[config.mk]
export PLATFORM = sky130hd
export DESIGN_NAME = tfds_sequencer
export DESIGN_NICKNAME = d
export VERILOG_FILES = /design/src/tfds_pkg.sv /design/src/tfds_fifo_mem.sv /design/src/tfds_sequencer.sv
export SDC_FILE = /design/constraint.sdc
export NUM_CORES = 1
export LEC_CHECK = 0
export ABC_AREA = 1
export BUFFER_PORTS_ARGS = -buffer_cell sky130_fd_sc_hd__buf_2
export CAP_MARGIN = 10
export CORE_ASPECT_RATIO = 0.6
export CORE_MARGIN = 2
export CORE_UTILIZATION = 40
export CTS_BUF_LIST = sky130_fd_sc_hd__clkbuf_8
export DETAILED_ROUTE_END_ITERATION = 8
export PLACE_DENSITY = 0.61
export SYNTH_ARGS = -nofsm -noshare
export SYNTH_HDL_FRONTEND = slang
export SYNTH_SLANG_ARGS = --single-unit
[constraint.sdc]
create_clock -name i_clk_sys -period 4.1 [get_ports i_clk_sys]
set_input_delay 0.82 -clock i_clk_sys [delete_from_list [all_inputs] [get_ports i_clk_sys]]
set_output_delay 0.82 -clock i_clk_sys [all_outputs]
set_load 0.005 [all_outputs]
[src/tfds_pkg.sv]
package tfds_pkg;
    localparam int WORD_W = 38;
    localparam int ADDR_W = 16;
    localparam int DEPTH_LOG2 = 4;
    localparam int CLK_MHZ = 250;
    localparam int HS_RELEASE_NS = 125;
    // longest time, rounded down to whole cycles
    localparam int HS_RELEASE_CYC = (HS_RELEASE_NS * CLK_MHZ) / 1000;
    localparam int HS_CNT_W = 6;
    // read pipeline: stage index (cycle after start) at which the input buffer loads
    localparam int RD_IB_STAGE = 4;
    localparam logic [WORD_W-1:0] WORD_RST = 38'h0;
    localparam logic [ADDR_W-1:0] ADDR_RST = 16'h0;

    typedef enum logic [1:0] {
        HS_IDLE = 2'b00,
        HS_STROBE = 2'b01,
        HS_ASSERT = 2'b10,
        HS_RELEASE = 2'b11
    } tfds_hs_t;
endpackage

[src/tfds_fifo_mem.sv]
`timescale 1ns/10ps
module tfds_fifo_mem #(
    parameter int WIDTH = 38,
    parameter int AW = 4
) (
    input wire logic i_clk_sys, // system clock
    input wire logic i_we, // write strobe
    input wire logic [AW-1:0] i_waddr, // write address
    input wire logic [WIDTH-1:0] i_wdata, // write data
    input wire logic [AW-1:0] i_raddr, // read address
    output logic [WIDTH-1:0] o_rdata // read data, combinational
);
    // no reset on the array: contents only count once a pointer covers them
    logic [WIDTH-1:0] mem [0:(1<<AW)-1];

    always_ff @(posedge i_clk_sys)
    begin
        if (i_we)
        begin
            mem[i_waddr] <= i_wdata;
        end
    end

    assign o_rdata = mem[i_raddr];
endmodule // tfds_fifo_mem

[src/tfds_sequencer.sv]
`timescale 1ns/10ps
module tfds_sequencer
    import tfds_pkg::*;
#(
    parameter int WORD_WIDTH = tfds_pkg::WORD_W,
    parameter int ADDR_WIDTH = tfds_pkg::ADDR_W,
    parameter int FIFO_AW = tfds_pkg::DEPTH_LOG2
) (
    input wire logic i_clk_sys, // 250 mhz instruction clock
    input wire logic i_nrst, // async reset, active low
    input wire logic i_in_xfer, // input transfer instruction this cycle
    input wire logic i_out_xfer, // output transfer instruction this cycle
    input wire logic i_wait_device_status, // hold for device handshake
    input wire logic i_dma_read_start, // dma read instruction
    input wire logic i_dma_write_start, // dma write instruction
    input wire logic i_fifo_advance, // advance read pointer
    input wire logic i_fifo_clear, // clear both pointers
    input wire logic i_load_fifo_from_bus, // load output buffer from data bus
    input wire logic i_drive_bus_from_fifo, // put output buffer on data bus
    input wire logic [ADDR_WIDTH-1:0] i_alu_out, // alu result, dma address
    input wire logic [WORD_WIDTH-1:0] i_bus_data, // internal data bus
    input wire logic [WORD_WIDTH-1:0] i_dev_in_data, // external device input lines
    input wire logic i_device_status_line_n, // device status, active low
    input wire logic [WORD_WIDTH-1:0] i_host_rd_data, // host memory read data
    output logic [WORD_WIDTH-1:0] o_bus_data, // output buffer word to data bus
    output logic o_data_valid, // output buffer holds a real word
    output logic [WORD_WIDTH-1:0] o_dev_out_data, // external device output bus
    output logic o_in_strobe_n, // input strobe, active low
    output logic o_out_strobe_n, // output strobe, active low
    output logic o_stall, // sequencer hold during handshake
    output logic [ADDR_WIDTH-1:0] o_host_addr, // host memory address register
    output logic o_host_rd_req, // host read cycle request pulse
    output logic o_host_wr_req, // host write cycle request pulse
    output logic [WORD_WIDTH-1:0] o_host_wr_data, // memory write holding register
    output logic o_dma_refused, // dma start dropped, pulse
    output logic o_format_restart // format logic restart pulse
);
    import tfds_pkg::*;

    localparam int PW = FIFO_AW + 1;
    localparam logic [PW-1:0] PTR_ONE = 1;
    localparam logic [PW-1:0] FIFO_FULL = PW'(1 << FIFO_AW);
    localparam logic [HS_CNT_W-1:0] HS_LIMIT = HS_CNT_W'(HS_RELEASE_CYC);
    localparam logic [HS_CNT_W-1:0] HS_CNT_ONE = 1;

    logic [WORD_WIDTH-1:0] input_buffer;
    logic ib_pending;
    logic [WORD_WIDTH-1:0] output_buffer;
    logic ob_valid;
    logic [PW-1:0] rd_ptr;
    logic [PW-1:0] wr_ptr;
    logic [RD_IB_STAGE-1:0] rd_pipe;
    logic wr_stage1;
    logic dma_accepted_last;
    tfds_hs_t hs_state;
    logic hs_is_in;
    logic [HS_CNT_W-1:0] hs_cnt;

    logic [PW-1:0] next_rd_ptr;
    logic [PW-1:0] next_wr_ptr;
    logic [WORD_WIDTH-1:0] next_output_buffer;
    logic next_ob_valid;
    tfds_hs_t next_hs_state;
    logic next_hs_is_in;
    logic [HS_CNT_W-1:0] next_hs_cnt;

    wire [PW-1:0] fifo_count = wr_ptr - rd_ptr;
    wire fifo_empty = (fifo_count == '0);
    wire fifo_full = (fifo_count == FIFO_FULL);
    wire fifo_more = (fifo_count > PTR_ONE);
    // a pending input buffer word is written one cycle after it was loaded, unless the fifo is full and not being cleared
    wire wr_fire = ib_pending & (~fifo_full | i_fifo_clear);
    // the dma write start advances the fifo in the following cycle
    wire advance = i_fifo_advance | wr_stage1 | i_out_xfer;
    // an advance that meets the first write into an empty fifo steps over that word
    wire adv_ok = advance & (~fifo_empty | wr_fire);
    wire dma_start = i_dma_read_start | i_dma_write_start;
    // back-to-back starts would overrun the shared channel, so the second is dropped
    wire dma_accept = dma_start & ~dma_accepted_last;
    wire rd_accept = i_dma_read_start & dma_accept;
    wire wr_accept = i_dma_write_start & ~i_dma_read_start & dma_accept;
    // read word reaches the input buffer at the end of the channel stage
    wire rd_to_ib = rd_pipe[RD_IB_STAGE-1];
    wire [WORD_WIDTH-1:0] mem_next_word;
    wire [FIFO_AW-1:0] rd_next_addr = FIFO_AW'(rd_ptr + PTR_ONE);
    wire xfer_any = i_in_xfer | i_out_xfer;
    wire status_low = ~i_device_status_line_n;
    wire hs_timeout = (hs_cnt >= HS_LIMIT);

    tfds_fifo_mem #(
        .WIDTH(WORD_WIDTH),
        .AW(FIFO_AW)
    ) u_mem (
        .i_clk_sys(i_clk_sys),
        .i_we(wr_fire),
        .i_waddr(i_fifo_clear ? '0 : wr_ptr[FIFO_AW-1:0]),
        .i_wdata(input_buffer),
        .i_raddr(rd_next_addr),
        .o_rdata(mem_next_word)
    );

    // pointer update; a write that lands during a clear survives it
    always_comb
    begin
        next_rd_ptr = rd_ptr;
        next_wr_ptr = wr_ptr;
        if (i_fifo_clear)
        begin
            next_rd_ptr = '0;
            next_wr_ptr = wr_fire ? PTR_ONE : '0;
        end
        else
        begin
            if (adv_ok)
            begin
                next_rd_ptr = rd_ptr + PTR_ONE;
            end
            if (wr_fire)
            begin
                next_wr_ptr = wr_ptr + PTR_ONE;
            end
        end
    end

    // output buffer: the word at the read pointer, or the bypassed input word when empty
    always_comb
    begin
        next_output_buffer = output_buffer;
        next_ob_valid = ob_valid;
        if (i_fifo_clear)
        begin
            if (wr_fire)
            begin
                next_output_buffer = input_buffer;
                next_ob_valid = 1'b1;
            end
            else
            begin
                next_ob_valid = 1'b0;
            end
        end
        else if (i_load_fifo_from_bus)
        begin
            // a bus load marks the word valid but never moves a pointer
            next_output_buffer = i_bus_data;
            next_ob_valid = 1'b1;
        end
        else if (adv_ok)
        begin
            if (fifo_more)
            begin
                next_output_buffer = mem_next_word;
                next_ob_valid = 1'b1;
            end
            else if (wr_fire & ~fifo_empty)
            begin
                next_output_buffer = input_buffer;
                next_ob_valid = 1'b1;
            end
            else
            begin
                next_ob_valid = 1'b0;
            end
        end
        else if (fifo_empty & wr_fire)
        begin
            // first word into an empty fifo shows up at the start of the next cycle
            next_output_buffer = input_buffer;
            next_ob_valid = 1'b1;
        end
        else if (advance & fifo_empty)
        begin
            next_ob_valid = 1'b0;
        end
    end

    // device handshake: strobe low, wait for status low, then wait for its release
    always_comb
    begin
        next_hs_state = hs_state;
        next_hs_is_in = hs_is_in;
        next_hs_cnt = hs_cnt;
        case (hs_state)
            HS_IDLE, HS_STROBE:
            begin
                next_hs_state = HS_IDLE;
                if (xfer_any)
                begin
                    next_hs_is_in = i_in_xfer;
                    next_hs_state = i_wait_device_status ? HS_ASSERT : HS_STROBE;
                end
            end
            HS_ASSERT:
            begin
                // no timeout: the sequence holds until the device answers
                if (status_low)
                begin
                    next_hs_state = HS_RELEASE;
                    next_hs_cnt = '0;
                end
            end
            HS_RELEASE:
            begin
                next_hs_cnt = hs_cnt + HS_CNT_ONE;
                // a status line still low after the window is ignored
                if (~status_low | hs_timeout)
                begin
                    next_hs_state = HS_IDLE;
                end
            end
            default:
            begin
                next_hs_state = HS_IDLE;
            end
        endcase
    end

    wire strobe_next = (next_hs_state == HS_STROBE) | (next_hs_state == HS_ASSERT);
    wire stall_next = (next_hs_state == HS_ASSERT) | (next_hs_state == HS_RELEASE);

    always_ff @(posedge i_clk_sys or negedge i_nrst)
    begin
        if (!i_nrst)
        begin
            rd_ptr <= '0;
            wr_ptr <= '0;
            output_buffer <= WORD_RST;
            ob_valid <= 1'b0;
        end
        else
        begin
            rd_ptr <= next_rd_ptr;
            wr_ptr <= next_wr_ptr;
            output_buffer <= next_output_buffer;
            ob_valid <= next_ob_valid;
        end
    end

    // input buffer: device lines on an input transfer, host word at the channel stage
    always_ff @(posedge i_clk_sys or negedge i_nrst)
    begin
        if (!i_nrst)
        begin
            input_buffer <= WORD_RST;
            ib_pending <= 1'b0;
        end
        else
        begin
            if (rd_to_ib)
            begin
                input_buffer <= i_host_rd_data;
            end
            else if (i_in_xfer)
            begin
                input_buffer <= i_dev_in_data;
            end
            ib_pending <= rd_to_ib | i_in_xfer;
        end
    end

    // dma sequencing; the read pipe is not touched by a fifo clear
    always_ff @(posedge i_clk_sys or negedge i_nrst)
    begin
        if (!i_nrst)
        begin
            rd_pipe <= '0;
            wr_stage1 <= 1'b0;
            dma_accepted_last <= 1'b0;
            o_host_addr <= ADDR_RST;
            o_host_rd_req <= 1'b0;
            o_host_wr_req <= 1'b0;
            o_dma_refused <= 1'b0;
        end
        else
        begin
            rd_pipe <= {rd_pipe[RD_IB_STAGE-2:0], rd_accept};
            wr_stage1 <= wr_accept;
            dma_accepted_last <= dma_accept;
            if (dma_accept)
            begin
                o_host_addr <= i_alu_out;
            end
            o_host_rd_req <= rd_accept;
            o_host_wr_req <= wr_stage1;
            o_dma_refused <= dma_start & ~dma_accept;
        end
    end

    // capture at the end of the cycle after the write start; later bus loads miss it
    always_ff @(posedge i_clk_sys or negedge i_nrst)
    begin
        if (!i_nrst)
        begin
            o_host_wr_data <= WORD_RST;
        end
        else if (wr_stage1)
        begin
            o_host_wr_data <= output_buffer;
        end
    end

    always_ff @(posedge i_clk_sys or negedge i_nrst)
    begin
        if (!i_nrst)
        begin
            hs_state <= HS_IDLE;
            hs_is_in <= 1'b0;
            hs_cnt <= '0;
            o_in_strobe_n <= 1'b1;
            o_out_strobe_n <= 1'b1;
            o_stall <= 1'b0;
        end
        else
        begin
            hs_state <= next_hs_state;
            hs_is_in <= next_hs_is_in;
            hs_cnt <= next_hs_cnt;
            o_in_strobe_n <= ~(strobe_next & next_hs_is_in);
            o_out_strobe_n <= ~(strobe_next & ~next_hs_is_in);
            o_stall <= stall_next;
        end
    end

    // device output data only changes on an output transfer, so it is steady under strobe
    always_ff @(posedge i_clk_sys or negedge i_nrst)
    begin
        if (!i_nrst)
        begin
            o_dev_out_data <= WORD_RST;
            o_bus_data <= WORD_RST;
            o_data_valid <= 1'b0;
            o_format_restart <= 1'b0;
        end
        else
        begin
            if (i_out_xfer)
            begin
                o_dev_out_data <= output_buffer;
            end
            if (i_drive_bus_from_fifo)
            begin
                o_bus_data <= output_buffer;
            end
            o_data_valid <= next_ob_valid;
            o_format_restart <= i_fifo_clear;
        end
    end
endmodule // tfds_sequencer

=== Word-level counts from Yosys, hierarchy flattened ===
Memory sizes are Yosys's and may differ from the RTL's.
Cells that the tools add are included.

* Flip-flop bits (word level): 240
* Bits in writable memories: 608
* Input port bits: 142
* Output and inout port bits: 138
* Logic and storage cells: 114
* Memories: 1

* $add $sub $neg: 4
* Magnitude comparators: 2
* Equality and inequality tests: 10
* Multiplexer cells: 33
* Bitwise logic cells: 30
* Reduce and logical (&&, ||, !) cells: 11

{| class="wikitable"
|+ Memory list
! memory !! depth !! bits a word !! rd ports !! clocked after Yosys merged registers in !! wr ports !! line !! source
|-
| u_mem.mem || 16 || 38 || 1 || 0 || 1 || tfds_fifo_mem.sv:14 || <nowiki>logic [WIDTH-1:0] mem [0:(1<<AW)-1];</nowiki>
|}

{| class="wikitable"
|+ Operators by type and width
! cell !! count
|-
| $mux 38 || 9
|-
| $mux 5 || 4
|-
| $and 1x1->1 || 12
|-
| $mux 1 || 12
|-
| $pmux 6 s2 || 1
|-
| $add 5x1->5 const B || 2
|-
| $or 1x1->1 || 10
|-
| $eq 2x2->1 const B || 4
|-
| $mux 2 || 4
|-
| $not 1->1 || 8
|-
| $reduce_bool 2->1 || 4
|-
| $add 6x1->6 const B || 1
|-
| $ge 6x5->1 const B || 1
|-
| $mux 6 || 1
|-
| $pmux 2 s3 || 1
|-
| $eq 5x5->1 const B || 1
|-
| $gt 5x1->1 const B || 1
|-
| $logic_not 5->1 || 1
|-
| $ne 5x4->1 const B || 1
|-
| $reduce_bool 5->1 || 1
|-
| $sub 5x5->5 || 1
|-
| $eq 2x1->1 const B || 2
|-
| $mux 4 || 1
|-
| $reduce_bool 4->1 || 1
|-
| 6 further kinds || 6
|}

=== Longest topological paths before layout ===
* Depth after elaboration: 11
* Mapped depth: 19

=== Hierarchy ===
A second synthesis with hierarchy kept.

* Cells, all modules: 3827
* Area total of the unflattened synthesis: 37613.6 µm²

{| class="wikitable"
|+ By module, submodules not included
! module !! instances !! cells each !! area an instance (µm²)
|-
| tfds_fifo_mem || 1 || 2474 || 26166.3
|-
| tfds_sequencer || 1 || 1353 || 11447.2
|}

=== Least setup slack after synthesis ===
Ideal clock, no wire load.

* Kind: register -> register
* Start point: register wr_ptr[0]
* End point: memory u_mem.mem[11][0], enable pin
* Arrival: 3497 ps
* Required time: 3667 ps
* Setup slack: 170 ps
* Cell stages (with the launch flop): 16
* Buffers on the path: 0
* Path through: dfrtp_1 -> inv_1 -> ha_1 -> inv_1 -> fa_1 -> inv_1 -> nor2_1 -> nor2_1 -> nand2_1 -> nand2_1 -> nor2_1 -> nand2_1 -> nand2_1 -> inv_1 -> nand3_1 -> nor2_1

* Word-level cells in the longest chain between the ends: 7
* Elaborated cells on any way between the ends: 8
* Classes of those cells: 1 x add/sub; 1 x eq/ne; 3 x mux; 3 x bitwise

{| class="wikitable"
|+ RTL lines
! what !! line !! source
|-
| start: declaration || tfds_sequencer.sv:51 || <nowiki>logic [PW-1:0] wr_ptr;</nowiki>
|-
| start signal: assignment || tfds_sequencer.sv:233 || <nowiki>wr_ptr <= next_wr_ptr;</nowiki>
|-
| $sub 5x5->5 || tfds_sequencer.sv:67 || <nowiki>wire [PW-1:0] fifo_count = wr_ptr - rd_ptr;</nowiki>
|-
| $eq 5x5->1 || tfds_sequencer.sv:69 || <nowiki>wire fifo_full = (fifo_count == FIFO_FULL);</nowiki>
|-
| $not 1->1 || tfds_sequencer.sv:72 || <nowiki>wire wr_fire = ib_pending & (~fifo_full | i_fifo_clear);</nowiki>
|-
| $or 1x1->1 || tfds_sequencer.sv:72 ||
|-
| $and 1x1->1 || tfds_sequencer.sv:72 ||
|-
| $mux 1 || tfds_fifo_mem.sv:18 || <nowiki>if (i_we)</nowiki>
|-
| $mux 1 (implied by the code) || tfds_fifo_mem.sv:20 || <nowiki>mem[i_waddr] <= i_wdata;</nowiki>
|-
| end: declaration || tfds_fifo_mem.sv:14 ||
|}

Several ways; a longest one is shown, not always the timed one.

=== Final worst setup path ===
* Start point: register wr_ptr[0]
* End point: memory u_mem.mem[5][21], enable pin

The elaborated chain is that of the path after synthesis.

==> metrics.md <==
| Metric | Value |
|---|---|
| DRC violations left | 0 |
| Critical path type | flip-flop to flip-flop |
| RSZ-0062 raised after global routing | no |
| Max Clock Skew | about 0.028 ns |
| Critical Path RT | 4.53 ns |
| Core ar. | a little over 0.09 mm2 |
| Final setup viols | 0 |
| Yosys reg bits | around 850 |
| Status | complete, no violations |
| Initial Util | around 40% |
| EDFF count, synth | 608 |
| Relative slew slack | 23.6% |
| CP startpoint | wr_ptr[0]$_DFFE_PN0P_ |
| GP Congestion | 0.839 |
| Avg Cell Area, Syn | between 9 and 10 um2 |
| ANT nets after route | 0 |
| Most common cell after layout, fill and taps aside | nand2_1 |
| Worst Path Arrival | around 3.8 ns |
| Hold crit path type | input port to async pin |
| Post-cts repair resize count | 0 |
| WL met3 | about 9500 um |
| DR vias | between 20000 and 30000 |
| Sequential share of the synthesized area | roughly two thirds |
| Routed WL | around 110000 um |
| Ys async rst share | 28.1% |
| CP endpoint kind | flip-flop |
| Drt wl/cell | ~20 um |
| Top Ports | 280 |
| Metal-1 WL | between 40000 and 50000 um |
| Grt ovf | 0 |
| Synth Flop Type | edfxtp_1 |
| Hold-fix buffers, CTS | 0 |
| Post-Syn Instances | between 3000 and 4000 |
| Reg2reg end | u_mem.mem[5][21]$_DFFE_PP_ |
| Vias in the first global route | about 25000 |
| Metal2 WL | 44800 um |
| Tot GR Track Use | 22.1% |
| Largest net degree at the start of global routing | approximately 180 |
| Area of the multi-input gates | between 0.009 and 0.01 mm2 |
| Register area | ~0.024 mm2 |
| DR top layer | met5 |
| Initial antenna violation count | 2 |
| Synth Net Count | 3872 |
| Layout fillers | ~8700 |
| Max_cap viols | 0 |
| TNS Setup | 0 ns |
| Initial DRT Pass Iterations | 5 |
| Clk pin slew, worst setup/hold paths | 0.07 ns |
| Reg2reg setup slack | just over 0.7 ns |
| Area Growth Syn to Fin | 14.8% |
| Worst r2r src | wr_ptr[0]$_DFFE_PN0P_ |
| Power per cell area | approximately 650 mW/mm2 |
| CTS tree | yes |
| Clock sink count | 846 |
| # port buffers | around 280 |
| Clk Latency, worst-skew pair | 0.81 ns |
| Hold Fails Final Rpt | 0 |
| N_diodes | 0 |
| Worst IR drop on VDD | 654 uV |
| TritonCTS buffer count | between 100 and 150 |
| Number of cells on the worst reg-to-reg path | 16 |
| Layout cells sized above 1 | approximately 15% |
| Critical Path End | u_mem.mem[5][21]$_DFFE_PP_ |
| Crit path launch type | flip-flop |
| HPWL after DPL | between 60000 and 70000 um |
| Yosys cell types | 39 |
| Ys Warns | 0 |
| Leak | ~19 nW |
| Count of nets after finishing | about 4100 |
| First-pass GRT wire length | 158000 um |
| Worst-margin pin slew | 1.14 ns |
| Post-CTS setup buffer count | 0 |
| Max-slew violation count | 0 |
| Synthesized cell area | roughly 0.037 mm2 |
| Initial DRC Count | 2606 |
| Period Utilization, post-route | 82.5% |
| Die width | between 300 and 400 um |
| Total die area | between 0.09 and 0.1 mm2 |
| Clock Path Buffers | 3 |
| Crit-path max FO | 23 |
| Fmax achieved | 296 MHz |
| Commonest cells after routing, fill and taps aside | nand2_1, inv_1, edfxtp_1, nand3_1, buf_2 |
| Vias per std cell | ~5.0 |
| Minimum clock period | 3.38 ns |
| Final Total Pwr | 0.0273 W |
| Chip height | between 200 and 250 um |
| Site row count | 86 |
| H-tree depth | 3 |
| Clk root buf | clkbuf_8 |
## layout make-up
class	count	share of cell area (%)
Sequential cell	846	57.3
Timing Repair Buffer	344	5.14
Inverter	570	5.09
Clock buffer	141	4.59
Clock inverter	80	0.876
Tap cell	1232	3.65
Multi-Input combinational cell	2114	23.3
## layer usage
metal	track usage, %	up-vias
met3	4.64	159
met2	31.6	1140
met5	0	-
li1	-	12554
met1	33.5	12892
met4	6.92	2
## stage by stage
| step | instances | hold slack (ns) | setup slack (ns) | util (%) | instance area, um2 |
|---|---|---|---|---|---|
| 4_1_cts | 5327 | 0.0357 | 0.755 | 46.2 | 42300 |
| 3_3_place_gp | 5106 | 0.334 | 0.824 | 43.7 | 39900 |
| 5_1_grt | 5327 | 0.0900 | 0.478 | 46.2 | 42300 |
| 3_5_place_dp | 5106 | 0.337 | 0.770 | 43.7 | 39900 |
| 2_1_floorplan | 3722 | 0.331 | 0.170 | - | 36800 |
| 6_report | 5327 | 0.0522 | 0.718 | 46.2 | 42300 |
## cells in the mapped netlist, types with 4 or more instances
cell      number  area, um2
ha_1           7       87.6
o22ai_1        4       25.0
nand2_1     1272       4770
buf_1         27        101
xor2_1         4       35.0
mux2_2        77        867
o21ai_1       38        190
edfxtp_1     608      18300
o21ai_0        9       45.0
buf_6          4       45.0
nor2_1        42        158
dfrtp_1      236       5910
clkbuf_1     106        398
a21oi_1       44        220
nor3_1         5       25.0
nand3_1      556       2780
inv_1        566       2120
buf_2         53        265
o211ai_1      38        285
## critical path, stage by stage, from the launching register on
cell and delay [ns]:
dfrtp_1 0.40, inv_1 0.10, ha_1 0.15, inv_1 0.06
fa_1 0.41, inv_1 0.08, nor2_1 0.04, nor2_1 0.13
nand2_1 0.07, nand2_1 0.12, nor2_1 0.05, nand2_1 0.08
nand2_1 0.12, inv_1 0.17, nand3_1 0.34, nor2_4 0.19
buf_4 0.45
## registers in the layout (all words and copies together) (netlist names), 5 cells and up
register and flops:
o_host_addr 16, hs_cnt 6, o_dev_out_data 38, rd_ptr 5
o_host_wr_data 38, u_mem.mem 608, input_buffer 38, o_bus_data 38
output_buffer 38, wr_ptr 5
## worst min path at each step
stage,startpoint,slack (ns),to,cells past startpoint
after detailed placement,rd_pipe[1]$_DFF_PN0_,0.34,rd_pipe[2]$_DFF_PN0_,0
after CTS,i_nrst,0.04,o_host_wr_data[22]$_DFFE_PN0P_,1
after floorplan,rd_pipe[1]$_DFF_PN0_,0.33,rd_pipe[2]$_DFF_PN0_,0
after global routing,i_nrst,0.09,o_dev_out_data[22]$_DFFE_PN0P_,1
after global placement,rd_pipe[1]$_DFF_PN0_,0.33,rd_pipe[2]$_DFF_PN0_,0
final,i_nrst,0.05,o_dev_out_data[19]$_DFFE_PN0P_,1
## logic make-up (layout without fill, tap and decap cells)
family / Yosys count / count (layout) / share of synthesized area (%)
and+or+nand+nor: 1882 / 1882 / 21.1
DFF: 846 / 846 / 65.8
buffers and inverters: 762 / 1135 / 8.04
muxes: 79 / 79 / 2.41
xor gates and xnor gates: 7 / 7 / 0.166
AOI/OAI and AO/OA: 138 / 138 / 2.18
adders and majority gates: 8 / 8 / 0.292
## power by group
group / switching, W / leakage (nW) / total (W) / internal [W]
Combinational: 0.00621 / 9.45 / 0.00939 / 0.00318
Clock: 0.00332 / 1.39 / 0.00650 / 0.00318
Sequential: 0.000987 / 8.43 / 0.0115 / 0.0105
Total: 0.0105 / 19.3 / 0.0273 / 0.0168
Note: power is estimated with default switching activity, not from simulation.
